File: config.mk
export PLATFORM = sky130hd
export DESIGN_NAME = dcs_sequencer
export DESIGN_NICKNAME = d
export VERILOG_FILES = /design/src/logic/dcs_pkg.sv /design/src/logic/dcs_sequencer.sv /design/src/logic/dcs_clock_gen.sv
export SDC_FILE = /design/constraint.sdc
export NUM_CORES = 1
export LEC_CHECK = 0
export BUFFER_PORTS_ARGS = -buffer_cell sky130_fd_sc_hd__buf_2
export CAP_MARGIN = 30
export CORE_MARGIN = 1.5
export CORE_UTILIZATION = 54
export CTS_BUF_LIST = sky130_fd_sc_hd__clkbuf_4 sky130_fd_sc_hd__clkbuf_8
export DETAILED_ROUTE_END_ITERATION = 10
export GPL_ROUTABILITY_DRIVEN = 0
export HOLD_SLACK_MARGIN = 0.06
export PLACE_DENSITY = 0.79
export SKIP_LAST_GASP = 1
export SLEW_MARGIN = 15
export SYNTH_ARGS = -nofsm -noshare
export SYNTH_HDL_FRONTEND = slang
export SYNTH_HIERARCHICAL = 1
export SYNTH_SLANG_ARGS = --single-unit
File: constraint.sdc
create_clock -name clk_i -period 2.3 [get_ports clk_i]
set_input_delay 0.46 -clock clk_i [delete_from_list [all_inputs] [get_ports clk_i]]
set_output_delay 0.46 -clock clk_i [all_outputs]
set_load 0.1 [all_outputs]
File: src/logic/dcs_pkg.sv
// Package for the data converter sequencer: register map, field layout,
// reset values, timing counts and the sequencer state type.
// Assumes a 100 MHz system clock and an 8-bit software register port.
package dcs_pkg;
  // Register offsets on the plain register port
  localparam logic [2:0] DCS_ADDR_CONTROL = 3'h0;
  localparam logic [2:0] DCS_ADDR_INPUT = 3'h1;
  localparam logic [2:0] DCS_ADDR_RESULT_HIGH = 3'h2;
  localparam logic [2:0] DCS_ADDR_RESULT_LOW = 3'h3;
  // Control register fields
  localparam int DCS_CTL_DONE_BIT = 7;
  localparam int DCS_CTL_BUSY_BIT = 6;
  localparam int DCS_CTL_DAC_BIT = 5;
  localparam int DCS_CTL_ENABLE_BIT = 4;
  localparam int DCS_CTL_LEFT_BIT = 3;
  localparam int DCS_CTL_CLK_LSB = 0;
  // Input control register fields
  localparam int DCS_IN_CONNECT_BIT = 7;
  localparam int DCS_IN_TRIG_LSB = 4;
  localparam int DCS_IN_TWO_PIN_BIT = 3;
  localparam int DCS_IN_CHAN_LSB = 0;
  // Reset values
  localparam logic [7:0] DCS_CONTROL_RESET = 8'h00;
  localparam logic [7:0] DCS_INPUT_RESET = 8'h00;
  // Timing counts in converter clocks
  localparam logic [3:0] DCS_ADC_CYCLES = 4'hD;
  localparam logic [3:0] DCS_DAC_CYCLES = 4'hB;
  localparam logic [3:0] DCS_ADC_SAMPLE_CYCLE = 4'h3;
  localparam logic [3:0] DCS_DAC_BUILD_CYCLE = 4'h2;
  localparam logic [3:0] DCS_DAC_SHOW_CYCLE = 4'h7;
  // Clock rates: system and internal oscillator, converter default
  localparam int DCS_SYS_CLK_MHZ = 100;
  localparam int DCS_OSC_MHZ = 8;
  localparam int DCS_DEFAULT_CONV_MHZ = 2;
  localparam int DCS_OSC_DIVIDE = DCS_OSC_MHZ / DCS_DEFAULT_CONV_MHZ;
  localparam int DCS_PRESCALE_BITS = 7;
  // Sequencer states
  typedef enum logic [1:0] {
    DCS_IDLE,
    DCS_CONVERT,
    DCS_FINISH
  } dcs_state_t;
endpackage : dcs_pkg

File: src/logic/dcs_sequencer.sv
// Data converter sequencer: control registers, start logic and the
// 13-cycle ADC / 11-cycle DAC sequences, result and DAC buffer handling.
// Assumes the analog SAR core answers bit decisions on sar_bit_i and that
// the oscillator tick and timer overflows are given on the pins named.
// Operation
// - Two-pin mode set measures positive minus negative pin, else pin versus half supply
// - Channel field picks one of eight pins or one of four pairs
// - Converter powered and operable only while enable bit is set
// - ADC conversion takes 13 converter clocks, sampling in cycle three
// - Completion writes result and sets done flag after synchronisation
// - In ADC mode result registers read-only, held until next completion
// - DAC mode drives differential current on the two output pins from cycle 7 of a conversion until done
// - DAC active when enable and mode set; input settings ignored then
// - DAC mode forces the two output port pins to input-only
// - DAC takes 11 clocks, builds from cycle two, outputs at cycle 7
// - DAC data write-only, buffered at conversion start for its duration
// - Default converter clock is 2 MHz from the 8 MHz oscillator, kept on
// - Otherwise converter clock comes from a 7-bit system clock prescaler
// - Writing start bit while enabled starts one conversion; busy until done
// - Selected timer overflow starts a conversion; hardware drives busy
// - Right align sign extends upper six bits; left align zeroes lower six
// - Mode bit set selects DAC, clear selects ADC
`timescale 1ns/100ps
`default_nettype none
module dcs_sequencer
  import dcs_pkg::*;
#(
  parameter int DATA_BITS = 10
)
(
  input wire logic clk_i,
  input wire logic rst_n_i,
  input wire logic [2:0] reg_addr_i,
  input wire logic [7:0] reg_wdata_i,
  input wire logic reg_write_i,
  input wire logic reg_read_i,
  output logic [7:0] reg_rdata_o,
  input wire logic osc_tick_i,
  input wire logic [2:0] timer_overflow_i,
  input wire logic sar_bit_i,
  output logic converter_power_o,
  output logic osc_keep_on_o,
  output logic adc_mode_o,
  output logic dac_mode_o,
  output logic two_pin_input_mode_o,
  output logic [2:0] positive_pin_o,
  output logic [2:0] negative_pin_o,
  output logic input_connect_o,
  output logic sample_o,
  output logic [DATA_BITS-1:0] sar_trial_o,
  output logic dac_build_o,
  output logic dac_show_o,
  output logic [DATA_BITS-1:0] dac_value_o,
  output logic out_pins_input_only_o,
  output logic conversion_done_o
);
  typedef struct packed {
    logic [7:0] control;
    logic [7:0] input_ctl;
    logic [7:0] data_high;
    logic [7:0] data_low;
    logic [7:0] rdata;
    dcs_state_t fsm;
    logic [3:0] cycle;
    logic [DATA_BITS-1:0] sar;
    logic [DATA_BITS-1:0] dac_buf;
    logic sample;
    logic done_pend;
    logic [1:0] done_sync;
    logic trig_prev;
  } dcs_seq_state_t;

  dcs_seq_state_t state;
  dcs_seq_state_t next_state;
  logic conv_tick;
  logic enabled;
  logic dac_on;
  logic trig_sel;
  logic trig_edge;
  logic sw_start;
  logic [3:0] last_cycle;
  logic [3:0] sar_idx;
  logic [15:0] packed_result;

  // Align a 10-bit two's complement value into the 16-bit pair
  function automatic logic [15:0] dcs_align(input logic [DATA_BITS-1:0] v, input logic left);
    if (left)
      dcs_align = {v, 6'h00};
    else
      dcs_align = {{6{v[DATA_BITS-1]}}, v};
  endfunction : dcs_align

  // Converter clock enable from oscillator or prescaler
  dcs_clock_gen #(
    .PRESCALE_BITS(DCS_PRESCALE_BITS)
  ) u_clock_gen (
    .clk_i(clk_i),
    .rst_n_i(rst_n_i),
    .osc_tick_i(osc_tick_i),
    .clock_select_i(state.control[DCS_CTL_CLK_LSB +: 3]),
    .conv_tick_o(conv_tick)
  );

  assign enabled = state.control[DCS_CTL_ENABLE_BIT];
  assign dac_on = enabled && state.control[DCS_CTL_DAC_BIT];
  assign last_cycle = dac_on ? DCS_DAC_CYCLES : DCS_ADC_CYCLES;
  // Bit under trial: sign bit on the tick after the sample, bit 0 on the last tick
  assign sar_idx = DCS_ADC_CYCLES - 4'h1 - state.cycle;
  // Trigger field 0 means software only; 1..3 pick a timer
  assign trig_sel = (state.input_ctl[DCS_IN_TRIG_LSB +: 2] != 2'h0)
                    && timer_overflow_i[state.input_ctl[DCS_IN_TRIG_LSB +: 2] - 2'h1];
  assign trig_edge = trig_sel && !state.trig_prev;
  assign sw_start = reg_write_i && (reg_addr_i == DCS_ADDR_CONTROL)
                    && reg_wdata_i[DCS_CTL_BUSY_BIT];
  assign packed_result = dcs_align(state.sar, state.control[DCS_CTL_LEFT_BIT]);

  // Register port, start handling and conversion sequence
  always_comb
  begin
    next_state = state;
    next_state.trig_prev = trig_sel;
    next_state.done_sync = {state.done_sync[0], 1'b0};
    // Read data stand exactly one cycle after the strobe
    next_state.rdata = 8'h00;
    if (reg_read_i)
    begin
      case (reg_addr_i)
        DCS_ADDR_CONTROL: next_state.rdata = state.control;
        DCS_ADDR_INPUT: next_state.rdata = state.input_ctl;
        // Result pair reads zero in DAC mode; DAC data are write-only
        DCS_ADDR_RESULT_HIGH: next_state.rdata = dac_on ? 8'h00 : state.data_high;
        DCS_ADDR_RESULT_LOW: next_state.rdata = dac_on ? 8'h00 : state.data_low;
        default: next_state.rdata = 8'h00;
      endcase
    end
    if (reg_write_i)
    begin
      case (reg_addr_i)
        DCS_ADDR_CONTROL:
        begin
          // Busy bit is hardware owned; done bit clears by writing zero
          next_state.control[5:0] = reg_wdata_i[5:0];
          if (!reg_wdata_i[DCS_CTL_DONE_BIT])
            next_state.control[DCS_CTL_DONE_BIT] = 1'b0;
        end
        DCS_ADDR_INPUT: next_state.input_ctl = reg_wdata_i;
        // Writes to the pair only land in DAC mode, results are read-only
        DCS_ADDR_RESULT_HIGH: if (dac_on) next_state.data_high = reg_wdata_i;
        DCS_ADDR_RESULT_LOW: if (dac_on) next_state.data_low = reg_wdata_i;
        default: next_state.control = next_state.control;
      endcase
    end
    next_state.sample = 1'b0;
    case (state.fsm)
      DCS_IDLE:
      begin
        // Start only when enabled, from software or timer overflow
        if (enabled && ((sw_start && reg_wdata_i[DCS_CTL_ENABLE_BIT]) || trig_edge))
        begin
          next_state.fsm = DCS_CONVERT;
          next_state.cycle = 4'h0;
          // Signed zero is the offset-binary midpoint, the first trial
          next_state.sar = '0;
          next_state.control[DCS_CTL_BUSY_BIT] = 1'b1;
          // One system clock to capture the DAC buffer at start
          next_state.dac_buf = 10'({state.data_high, state.data_low});
        end
      end
      DCS_CONVERT:
      begin
        // Requests arriving now fall through untouched
        if (conv_tick)
        begin
          next_state.cycle = state.cycle + 4'h1;
          if (!dac_on && (state.cycle + 4'h1 == DCS_ADC_SAMPLE_CYCLE))
            next_state.sample = 1'b1;
          // One decision per tick after the sample; ten ticks give ten bits
          if (!dac_on && (state.cycle + 4'h1 > DCS_ADC_SAMPLE_CYCLE))
          begin
            // Two's complement sign is the inverse of the offset-binary top bit
            next_state.sar[sar_idx] = (sar_idx == 4'(DATA_BITS-1)) ? !sar_bit_i : sar_bit_i;
            if (sar_idx != 4'h0)
              next_state.sar[sar_idx - 4'h1] = 1'b1;
          end
          // DAC steps run on the buffered word from the tick after the build cycle on
          if (dac_on && (state.cycle + 4'h1 > DCS_DAC_BUILD_CYCLE))
            next_state.sar = state.dac_buf;
          if (state.cycle + 4'h1 == last_cycle)
          begin
            next_state.fsm = DCS_FINISH;
            next_state.done_pend = 1'b1;
          end
        end
      end
      DCS_FINISH:
      begin
        // One more converter clock, then two system clocks of sync
        if (conv_tick && state.done_pend)
        begin
          next_state.done_pend = 1'b0;
          next_state.done_sync = {state.done_sync[0], 1'b1};
          if (!dac_on)
          begin
            next_state.data_high = packed_result[15:8];
            next_state.data_low = packed_result[7:0];
          end
        end
        if (state.done_sync[1])
        begin
          next_state.control[DCS_CTL_DONE_BIT] = 1'b1;
          next_state.control[DCS_CTL_BUSY_BIT] = 1'b0;
          next_state.fsm = DCS_IDLE;
        end
      end
      default: next_state.fsm = DCS_IDLE;
    endcase
    // Disable aborts everything with no done flag
    if (!next_state.control[DCS_CTL_ENABLE_BIT])
    begin
      next_state.fsm = DCS_IDLE;
      next_state.control[DCS_CTL_BUSY_BIT] = 1'b0;
      next_state.done_pend = 1'b0;
      next_state.done_sync = 2'h0;
    end
  end

  always_ff @(posedge clk_i or negedge rst_n_i)
  begin
    if (!rst_n_i)
    begin
      state <= '0;
      state.control <= DCS_CONTROL_RESET;
      state.input_ctl <= DCS_INPUT_RESET;
      state.fsm <= DCS_IDLE;
    end
    else
      state <= next_state;
  end

  // Analog front-end controls
  assign reg_rdata_o = state.rdata;
  assign converter_power_o = enabled;
  assign osc_keep_on_o = enabled && (state.control[DCS_CTL_CLK_LSB +: 3] == 3'h0);
  assign adc_mode_o = enabled && !state.control[DCS_CTL_DAC_BIT];
  assign dac_mode_o = dac_on;
  assign two_pin_input_mode_o = !dac_on && state.input_ctl[DCS_IN_TWO_PIN_BIT];
  // Pair n uses pins 2n and 2n+1 in two-pin mode
  assign positive_pin_o = state.input_ctl[DCS_IN_TWO_PIN_BIT]
                          ? {state.input_ctl[DCS_IN_CHAN_LSB +: 2], 1'b0}
                          : state.input_ctl[DCS_IN_CHAN_LSB +: 3];
  assign negative_pin_o = {state.input_ctl[DCS_IN_CHAN_LSB +: 2], 1'b1};
  assign input_connect_o = !dac_on && state.input_ctl[DCS_IN_CONNECT_BIT];
  assign sample_o = state.sample;
  assign sar_trial_o = state.sar;
  assign dac_build_o = dac_on && (state.fsm != DCS_IDLE)
                       && (state.cycle + 4'h1 >= DCS_DAC_BUILD_CYCLE);
  assign dac_show_o = dac_on && (state.fsm != DCS_IDLE)
                      && (state.cycle + 4'h1 >= DCS_DAC_SHOW_CYCLE);
  assign dac_value_o = state.dac_buf;
  assign out_pins_input_only_o = dac_on;
  assign conversion_done_o = state.control[DCS_CTL_DONE_BIT];
endmodule : dcs_sequencer
`default_nettype wire

File: src/logic/dcs_clock_gen.sv
// Converter clock enable generator: picks the internal oscillator divide or
// one tap of a 7-bit system clock prescaler. Oscillator tick arrives on
// its own pin from outside and is synchronised here.
`timescale 1ns/100ps
`default_nettype none
module dcs_clock_gen
  import dcs_pkg::*;
#(
  parameter int PRESCALE_BITS = DCS_PRESCALE_BITS
)
(
  input wire logic clk_i,
  input wire logic rst_n_i,
  input wire logic osc_tick_i,
  input wire logic [2:0] clock_select_i,
  output logic conv_tick_o
);
  typedef struct packed {
    logic [PRESCALE_BITS-1:0] prescale;
    logic [2:0] osc_sync;
    logic [1:0] osc_div;
    logic tick;
  } dcs_clk_state_t;

  dcs_clk_state_t state;
  dcs_clk_state_t next_state;
  logic [PRESCALE_BITS-1:0] next_count;
  logic [PRESCALE_BITS-1:0] tap_mask;

  // Low n bits of the prescaler for select n; select 7 keeps all seven
  assign tap_mask = (7'h01 << clock_select_i) - 7'h01;

  // Prescaler free runs; each select 1 to 7 takes the tap whose lower bits all wrap
  always_comb
  begin
    next_state = state;
    next_count = state.prescale + {{(PRESCALE_BITS-1){1'b0}}, 1'b1};
    next_state.prescale = next_count;
    next_state.osc_sync = {state.osc_sync[1:0], osc_tick_i};
    next_state.tick = 1'b0;
    if (clock_select_i == 3'h0)
    begin
      // Oscillator pin rising edge counted when stage two is high and stage three still low
      if (state.osc_sync[1] && !state.osc_sync[2])
      begin
        next_state.osc_div = state.osc_div + 2'h1;
        next_state.tick = (state.osc_div == 2'(DCS_OSC_DIVIDE - 1));
      end
    end
    else
    begin
      // Select n gives fsys / 2^n: tick when the low n prescaler bits are all ones
      next_state.tick = ((state.prescale & tap_mask) == tap_mask);
    end
  end

  always_ff @(posedge clk_i or negedge rst_n_i)
  begin
    if (!rst_n_i)
      state <= '0;
    else
      state <= next_state;
  end

  assign conv_tick_o = state.tick;
endmodule : dcs_clock_gen
`default_nettype wire

== After elaboration in Yosys (flattened, before gate mapping) ==
Cells that the tools add are included.
Storage, ports and cells
  register bits: 84
  input bits: 20
  logic and storage cells: 150
Operators by class
  $add $sub $neg: 7
  order comparisons: 9
  equal/unequal tests: 19
  shifts and indexed selects: 1
  muxes and demuxes: 52
  bitwise logic cells: 2
  reductions and logical operators: 42
Operators by type and width (number)
  2-to-1 mux 16 bit: 4
  2-to-1 mux 8 bit: 8
  2-to-1 mux 32 bit: 1
  one-hot mux 8 bit (4 select lines): 1
  2-to-1 mux 10 bit: 3
  one-hot mux 14 bit (2 select lines): 1
  2-to-1 mux 26 bit: 1
  logical AND 1 bit: 21
  2-to-1 mux 15 bit: 1
  inequality test 3 bit, second input constant: 5
  2-to-1 mux 1 bit: 14
  2-to-1 mux 2 bit: 6
  2-to-1 mux 3 bit: 4
  AND reduction 4 bit: 3
  bitwise mux 10 bit: 1
  less-than comparator 4 x 5 -> 1 bit, second input constant: 2
  bitwise OR 10 bit: 1
  demux 1 bit (select 4 bit): 2
  >= comparator 4 x 1 -> 1 bit, second input constant: 2
  greater-than comparator 4 x 2 -> 1 bit, second input constant: 2
  AND reduction 2 bit: 4
  adder 7 x 1 -> 7 bit, second input constant: 1
  bitwise AND 7 bit: 1
  == test 7 bit: 1
  other kinds (32): 42

== Longest topological paths before layout ==
Gate-level depths: netlist of the first run.
  depth in word-level cells: 13
  depth in mapped cells: 10

== Hierarchy ==
The synthesis of the first run kept the hierarchy.
Modules (own cells, without submodules)
  dcs_sequencer: times used 1, cells each 427, area an instance 4113.9 um^2, seq. area each 1776.7 um^2
  dcs_clock_gen: times used 1, cells each 50, area an instance 600.6 um^2, seq. area each 325.3 um^2

== Worst setup path after synthesis of the first run ==
OpenSTA, ideal clock, no wires.
  path type: register to output
  start: reg state (netlist bit converter_power_o)
  end: out osc_keep_on_o
  arrival time: 4.170 ns
  required time: 1.840 ns
  slack: -2.330 ns
  cell stages (with the launch flop): 2
  path through: dfrtp_1 -> nor4b_1
Between the ends
  word-level cells in the longest chain between the ends: 1
RTL lines
  start: declaration: RTL line dcs_sequencer.sv:73  | dcs_seq_state_t state;
  start signal: assignment: RTL line dcs_sequencer.sv:237  | state <= next_state;
  logical AND 1 bit: RTL line dcs_sequencer.sv:243  | assign osc_keep_on_o = enabled && (state.control[DCS_CTL_CLK_LSB +: 3] == 3'h0);
  end: declaration: RTL line dcs_sequencer.sv:42  | output logic osc_keep_on_o,
Every way passes these cells.

== Final worst setup path of the first run ==
  start: reg state[25] (netlist bit)
  end: out dac_build_o
Between the ends
  word-level cells in the longest chain between the ends: 3
RTL lines
  adder 4 x 1 -> 4 bit: RTL line dcs_sequencer.sv:256  | && (state.cycle + 4'h1 >= DCS_DAC_BUILD_CYCLE);
  >= comparator 4 x 2 -> 1 bit: RTL line dcs_sequencer.sv:256
  logical AND 1 bit: RTL line dcs_sequencer.sv:256
  end: declaration: RTL line dcs_sequencer.sv:51  | output logic dac_build_o,
Every way passes these cells.

==> run_results.csv, run 1 <==
group,metric,value,unit
cts,clk_pin_slew_worst_paths,0.08,ns
timing,grt_setup_unrepaired,"yes",
worst_setup_path,critical-path-max-stage-delay,0.41,ns
yosys,synth_most_common_cell,"dfrtp_1",
drt,dr.pass1.iters,7,
cells_and_area,fillerInstances,589,
timing,finalSetupViolations,1,
timing,maxSlewViolCount,0,
yosys,synth_top_area_share,44.6,%
pwr,peakVddDrop,0.642,mV
cells_and_area,drive_above_1_share,36.5,%
timing,setup_ws,-0.0395,ns
floorplanning,die_y,96.4,µm
cells_and_area,nets,581,
place,dp.cells,631,
worst_setup_path,critPathLaunchType,"register",
yosys,synth-async-reset-ratio,100,%
yosys,ys_seq_elements,84,
yosys,synth_compound_area_share,16.7,%
cts,cts_num_sinks,84,
grt,gr-total-overflow,0,
worst_setup_path,end_kind,"output port",
drt,drc_errors,0,
grt,grt_max_degree,40,
grt,grt_pass1_wl,18.8,mm
yosys,syn-cell-area,4710,µm²
drt,drt-initial-drc-count,337,
place,dp_hpwl,8.62,mm
place,io_buffers,63,
worst_setup_path,worst_path_dominant_cell_family,"buffers and inverters",
yosys,synth_commonest_cells,"dfrtp_1, nand2_1, nor2_1",
worst_setup_path,arrival,1.88,ns
timing,relSlewSlack,62.2,%
yosys,synthMuxAreaShare,9.47,%
drt,antenna_left,0,
cts,htree_num_levels,3,
worst_setup_path,crit_required,1.84,ns
timing,tightest_slew,0.566,ns
yosys,synth_area_leaders,"dfrtp_1, mux2_2, buf_4",
timing,finalCritPeriodShare,102,%
grt,grt_pass1_vias,3785,
worst_setup_path,path_cells,"buf_6, clkinvlp_4, ha_4, buf_6, nor3_4, nor2_4, buf_12",
timing,clock_skew,0.0120,ns
yosys,avgSynthCellArea,9.88,µm²
grt,antenna_found_initial,0,
yosys,yosysWarnings,6,
yosys,synth_area_leader_cell,"dfrtp_1",
floorplanning,io_pins,65,
yosys,synth_top_family_by_area,"compound AO/OA/AOI/OAI gates",
cts,cts_tree,"yes",
worst_setup_path,path_class,"register to output port",
timing,fmax,0.427,GHz
yosys,synthAdderAreaFrac,2.65,%
yosys,ys.flop_type,"dfrtp_1",
yosys,synth-edff-count,0,
cts,cts_max_path_buffers,2,
cts,numCtsBuffers,9,
pwr,pwr_density_cell,1160,nW/µm²
worst_setup_path,slowest_stage,"dfrtp_1",
yosys,synthXorXnorAreaFrac,2.23,%
yosys,synthSimpleGateAreaFrac,15.8,%
cells_and_area,syn2layout_area_growth,21.8,%
yosys,yosysUniqueCellTypes,67,
yosys,ys_seq_area_share,44.6,%
yosys,syn_nets,507,
worst_setup_path,cp_num_buf_inv,4,
drt,drt-wirelength-per-cell,19.2,µm
floorplanning,design.core.area,8340,µm²
yosys,syn_inst,477,
drt,vias,4125,
drt,vias_per_cell,6.24,
floorplanning,start_util,56.5,%
worst_setup_path,path_common_cell,"buf_6",
outcome,status,"finished with violations",
cells_and_area,layout.cells.non_filler,661,
drt,routed_wl,12.7,mm
place,placed_cell_area,5210,µm²
cts,clk_latency,0.36,ns
timing,fin_crit,2.34,ns
hold_path,hp-class,"input port to asynchronous set/reset pin",
pwr,leakagePower,2.63,nW
cells_and_area,diodes,0,
worst_setup_path,path_max_fanout,5,
floorplanning,fp-row-count,33,
floorplanning,die-width,96.4,µm
floorplanning,die_area,9300,µm²
flow_run,drv_cap,0,
outcome,violations,"setup timing",
cells_and_area,fin_area,5740,µm²
worst_setup_path,r2r_slack,0.03,ns
cts,cts_root_buf,"clkbuf_8",
grt,grt_util_all_layers,27.0,%
timing,hold_viol,0,
[worst paths after layout]
| path | start | end | cells after the start |
|---|---|---|---|
| setup / recovery | state[25]$_DFFE_PN0P_ | dac_build_o | 7 |
| hold / removal | rst_n_i | sar_trial_o[2]$_DFFE_PN0P_ | 1 |
| setup reg to reg | state[25]$_DFFE_PN0P_ | sar_trial_o[5]$_DFFE_PN0P_ | 9 |
| hold reg to reg | u_clock_gen/next_state[4]$_DFF_PN0_ | u_clock_gen/next_state[5]$_DFF_PN0_ | 0 |
| max in group asynchronous | rst_n_i | u_clock_gen/state[8]$_DFF_PN0_ | 2 |
| min in group clk_i | osc_tick_i | u_clock_gen/next_state[4]$_DFF_PN0_ | 1 |
[repair_timing]
action | 4_1_cts | 5_1_grt
hold buffers | 0 | 0
setup buffers | 6 | 8
endpoints found under the setup margin | 4 | 20
pin swaps | 3 | 7
resized for setup | 17 | 28
[power by group]
part           switching, mW  internal (mW)
sequential             0.312           1.75
combinational           2.35           1.16
clock                  0.535          0.548
[logic make-up after synthesis]
family | Yosys count
buffers and inverters | 73
muxes | 41
other | 1
xor gates and xnor gates | 12
and+or+nand+nor | 145
AOI/OAI and AO/OA | 111
DFF | 84
adders and majority gates | 10
[worst register-to-register path: stages (launching register included)]
cell	delay [ns]
dfrtp_1	0.41
buf_6	0.13
clkinvlp_4	0.13
ha_4	0.30
nor4bb_4	0.33
a2111o_1	0.15
o21ai_0	0.13
and2_4	0.19
a211oi_2	0.26
o21ai_0	0.12
[flip-flops by register name (all words and copies together), names as in the netlist]
name	flops
state	38
dac_value_o	10
sar_trial_o	10
u_clock_gen/state	10
reg_rdata_o	8
negative_pin_o	2
u_clock_gen/next_state	2
conversion_done_o	1
converter_power_o	1
sample_o	1
u_clock_gen/conv_tick_o	1
[routing by layer]
metal / GRT usage [%] / routed length [µm] / vias up
met2: 43.0 / 6020 / 263
met5: 0 / 0 / -
met1: 35.0 / 5220 / 1980
met3: 7.20 / 1110 / 44
met4: 11.1 / 318 / 0
li1: - / - / 1838
[area by class of cell]
type / instances / area, µm² / share of cell area (%)
sequential: 84 / 2110 / 36.7
timing repair buffer: 113 / 754 / 13.1
tap: 105 / 131 / 2.29
multi-input combinational: 320 / 2450 / 42.6
clock buffer: 11 / 145 / 2.53
clock inverter: 5 / 60.1 / 1.05
inverter: 23 / 95.1 / 1.66
[metrics by stage]
stage / hold WS, ns / util (%) / power (mW) / setup slack (ns) / TNS (ns)
after floorplan: 0.164 / - / 4.40 / -0.147 / -0.192
after global placement: 0.336 / 62.4 / 4.94 / 0.0991 / 0
after detailed placement: 0.338 / 62.4 / 5.01 / 0.00910 / 0
after CTS: 0.0890 / 66.5 / 6.29 / -0.0183 / -0.0301
after global routing: 0.109 / 68.8 / 6.95 / -0.106 / -0.717
final: 0.0716 / 68.8 / 6.66 / -0.0395 / -0.0395
[layout by cell type, fill, tap and decap left out, types with 12 or more instances in the layout]
cell,netlist,layout
a21oi_1,18,18
buf_2,1,60
buf_4,32,45
dfrtp_1,84,82
inv_1,22,20
mux2_2,28,28
mux2i_1,12,12
nand2_1,41,40
nand3_1,12,12
nor2_1,37,33
nor3_1,16,13
o21ai_0,30,28
(Power assumes the default switching activity.)
==> run 2: changes to the inputs <==
--- a/config.mk
+++ b/config.mk
@@ -7,6 +7,7 @@
 export LEC_CHECK = 0
 export BUFFER_PORTS_ARGS = -buffer_cell sky130_fd_sc_hd__buf_2
 export CAP_MARGIN = 30
+export CORE_ASPECT_RATIO = 0.9
 export CORE_MARGIN = 1.5
 export CORE_UTILIZATION = 54
 export CTS_BUF_LIST = sky130_fd_sc_hd__clkbuf_4 sky130_fd_sc_hd__clkbuf_8
==> run 2 against run 1 <==
Effect of this change:
- the run still ends with setup timing left
- fmax decreased by 0.67%
- flip-flop and latch count is the same
- first-iteration DRC count is 17% lower
- global-route usage fell by 0.26 points
- register-to-register slack got worse by 0.04 ns
- total power decreased by 2.3%
- clock-buffer cell count down 2
- largest power group unchanged
==> run_results.csv, run 2 (synthesized netlist as in run 1, its figures left out) <==
group,metric,value,unit
pwr,peakVddDrop,0.668,mV
worst_setup_path,path_cells,"buf_6, a21bo_2, a41oi_2, buf_4, nor3_4, nor2_4, buf_12",
floorplanning,design.core.area,8530,µm²
pwr,p_sw,3.06,mW
timing,finalCritPeriodShare,102,%
worst_setup_path,r2r_cells,10,
pwr,power_frac_comb,51.2,%
worst_setup_path,path_class,"register to output port",
drt,dr.pass1.iters,7,
place,pre_cts_ws,-0.0106,ns
timing,hold_viol,0,
worst_setup_path,r2r_end,"dac_value_o[6]$_DFFE_PN0P_",
timing,grt_setup_unrepaired,"yes",
pwr,leakagePower,2.61,nW
cells_and_area,nets,580,
floorplanning,die_area,9300,µm²
cts,cts_max_path_buffers,2,
timing,finalSetupViolations,3,
cells_and_area,layout.cells.non_filler,672,
worst_setup_path,critPathLaunchType,"register",
worst_setup_path,critical-path-max-stage-delay,0.45,ns
timing,fin_crit,2.36,ns
cells_and_area,mostFrequentLayoutCell,"dfrtp_1",
grt,grt-busiest-layer,"met2",
floorplanning,die-width,101,µm
worst_setup_path,r2r-start,"state[60]$_DFFE_PN0P_",
floorplanning,io_pins,65,
outcome,status,"finished with violations",
pwr,p_clk_share,16.8,%
timing,tightest_slew,0.660,ns
drt,vias,4060,
pwr,switching_share,47.0,%
grt,grt_max_degree,45,
timing,clock_skew,0.0158,ns
worst_setup_path,arrival,1.90,ns
worst_setup_path,r2r_slack,-0.01,ns
grt,met2_usage,42.8,%
floorplanning,die_y,91.6,µm
outcome,violations,"setup timing",
cts,cts_root_buf,"clkbuf_8",
cells_and_area,syn2layout_area_growth,20.6,%
drt,drt-wirelength-per-cell,18.4,µm
cts,cts_num_sinks,84,
drt,routed_wl,12.3,mm
floorplanning,start_util,55.3,%
worst_setup_path,path_max_fanout,6,
pwr,p_int,3.45,mW
cts,htree_num_levels,3,
timing,setup_tns,-0.0908,ns
grt,grt_util_all_layers,26.7,%
floorplanning,fp-row-count,32,
timing,whs,0.0940,ns
worst_setup_path,crit_required,1.84,ns
timing,maxSlewViolCount,0,
pwr,finalPower,6.51,mW
timing,fmax,0.425,GHz
place,io_buffers,63,
place,dp.cells,647,
cts,cts-hold-fix-buffers,0,
cts,clk_pin_slew_worst_paths,0.08,ns
grt,use_met1,35.8,%
grt,use_met3,5.95,%
drt,antenna_left,0,
grt,grt_pass1_vias,3792,
pwr,pwr_density_cell,1140,nW/µm²
worst_setup_path,worst_path_dominant_cell_family,"buffers and inverters",
worst_setup_path,end_kind,"output port",
flow_run,drv_cap,0,
cts,clk_latency,0.36,ns
cells_and_area,drive_above_1_share,34.4,%
cts,cts_tree,"yes",
cells_and_area,mostFrequentLayoutCells,"dfrtp_1, buf_2, buf_4, nand2_1, nor2_1",
timing,setup_ws,-0.0552,ns
cts,numCtsBuffers,9,
grt,grt_pass1_wl,19.1,mm
drt,vias_per_cell,6.04,
grt,antenna_found_initial,0,
cells_and_area,max_flop_register,"state",
grt,gr-total-overflow,0,
worst_setup_path,cp_num_buf_inv,3,
pwr,seq_power_share,32.0,%
place,dp_hpwl,8.71,mm
worst_setup_path,slowest_stage,"dfrtp_2",
drt,drc_errors,0,
hold_path,hp-class,"input port to asynchronous set/reset pin",
cells_and_area,diodes,0,
timing,relSlewSlack,55.5,%
drt,drt-initial-drc-count,281,
cells_and_area,largest_reg_flops,38,
## run 2: cell count changes in the layout (fill, tap and decap cells not counted), sizes merged
cell and change:
buf -1, bufinv +1, clkbuf -2, clkinv +1
clkinvlp -2
## run 2: area by class of cell
class                      count  area (µm²)
clock buffer                   9         124
clock inverter                 5        78.8
fill                         639        2840
inverter                      23        91.3
multi-input combinational    320        2380
sequential                    84        2110
tap                          119         149
timing repair buffer         112         752
## run 2: how the worst max path moves through the flow
stage	start	end	slack, ns	depth (start not counted)
after floorplan	state[25]$_DFFE_PN0P_	dac_show_o	-0.15	6
after global placement	state[26]$_DFFE_PN0P_	sar_trial_o[7]$_DFFE_PN0P_	0.06	7
after detailed placement	state[26]$_DFFE_PN0P_	sar_trial_o[8]$_DFFE_PN0P_	-0.01	7
after CTS	state[25]$_DFFE_PN0P_	dac_build_o	-0.07	8
after global routing	state[28]$_DFFE_PN0P_	dac_build_o	-0.12	6
final	state[26]$_DFFE_PN0P_	dac_build_o	-0.06	7
## run 2: through the flow
stage	util [%]	instance area (µm²)
final	66.7	5680
after global routing	66.7	5680
after CTS	65.1	5550
after detailed placement	61.6	5250
after global placement	61.6	5250
after floorplan	-	4770
## run 2: routing by layer
metal,vias to the layer above,share of wire (%)
li1,1833,-
met1,2008,42
met2,190,49
met3,29,7.0
met4,0,2.2
met5,-,0
## run 2: timing repair
item                                    in CTS  in global routing
endpoints found under the setup margin       7                 20
pin swaps                                    3                  5
gates resized for setup                     12                 17
buffers inserted                             5                  6
## run 2: power by group through the flow
stage | Sequential, mW | Combinational (mW) | Clock (mW)
global placement | 2.06 | 2.89 | 0
CTS | 2.06 | 3.10 | 1.11
finish | 2.08 | 3.33 | 1.09
detailed placement | 2.08 | 2.95 | 0
global route | 2.10 | 3.51 | 1.17
floorplan | 2.02 | 2.38 | 0
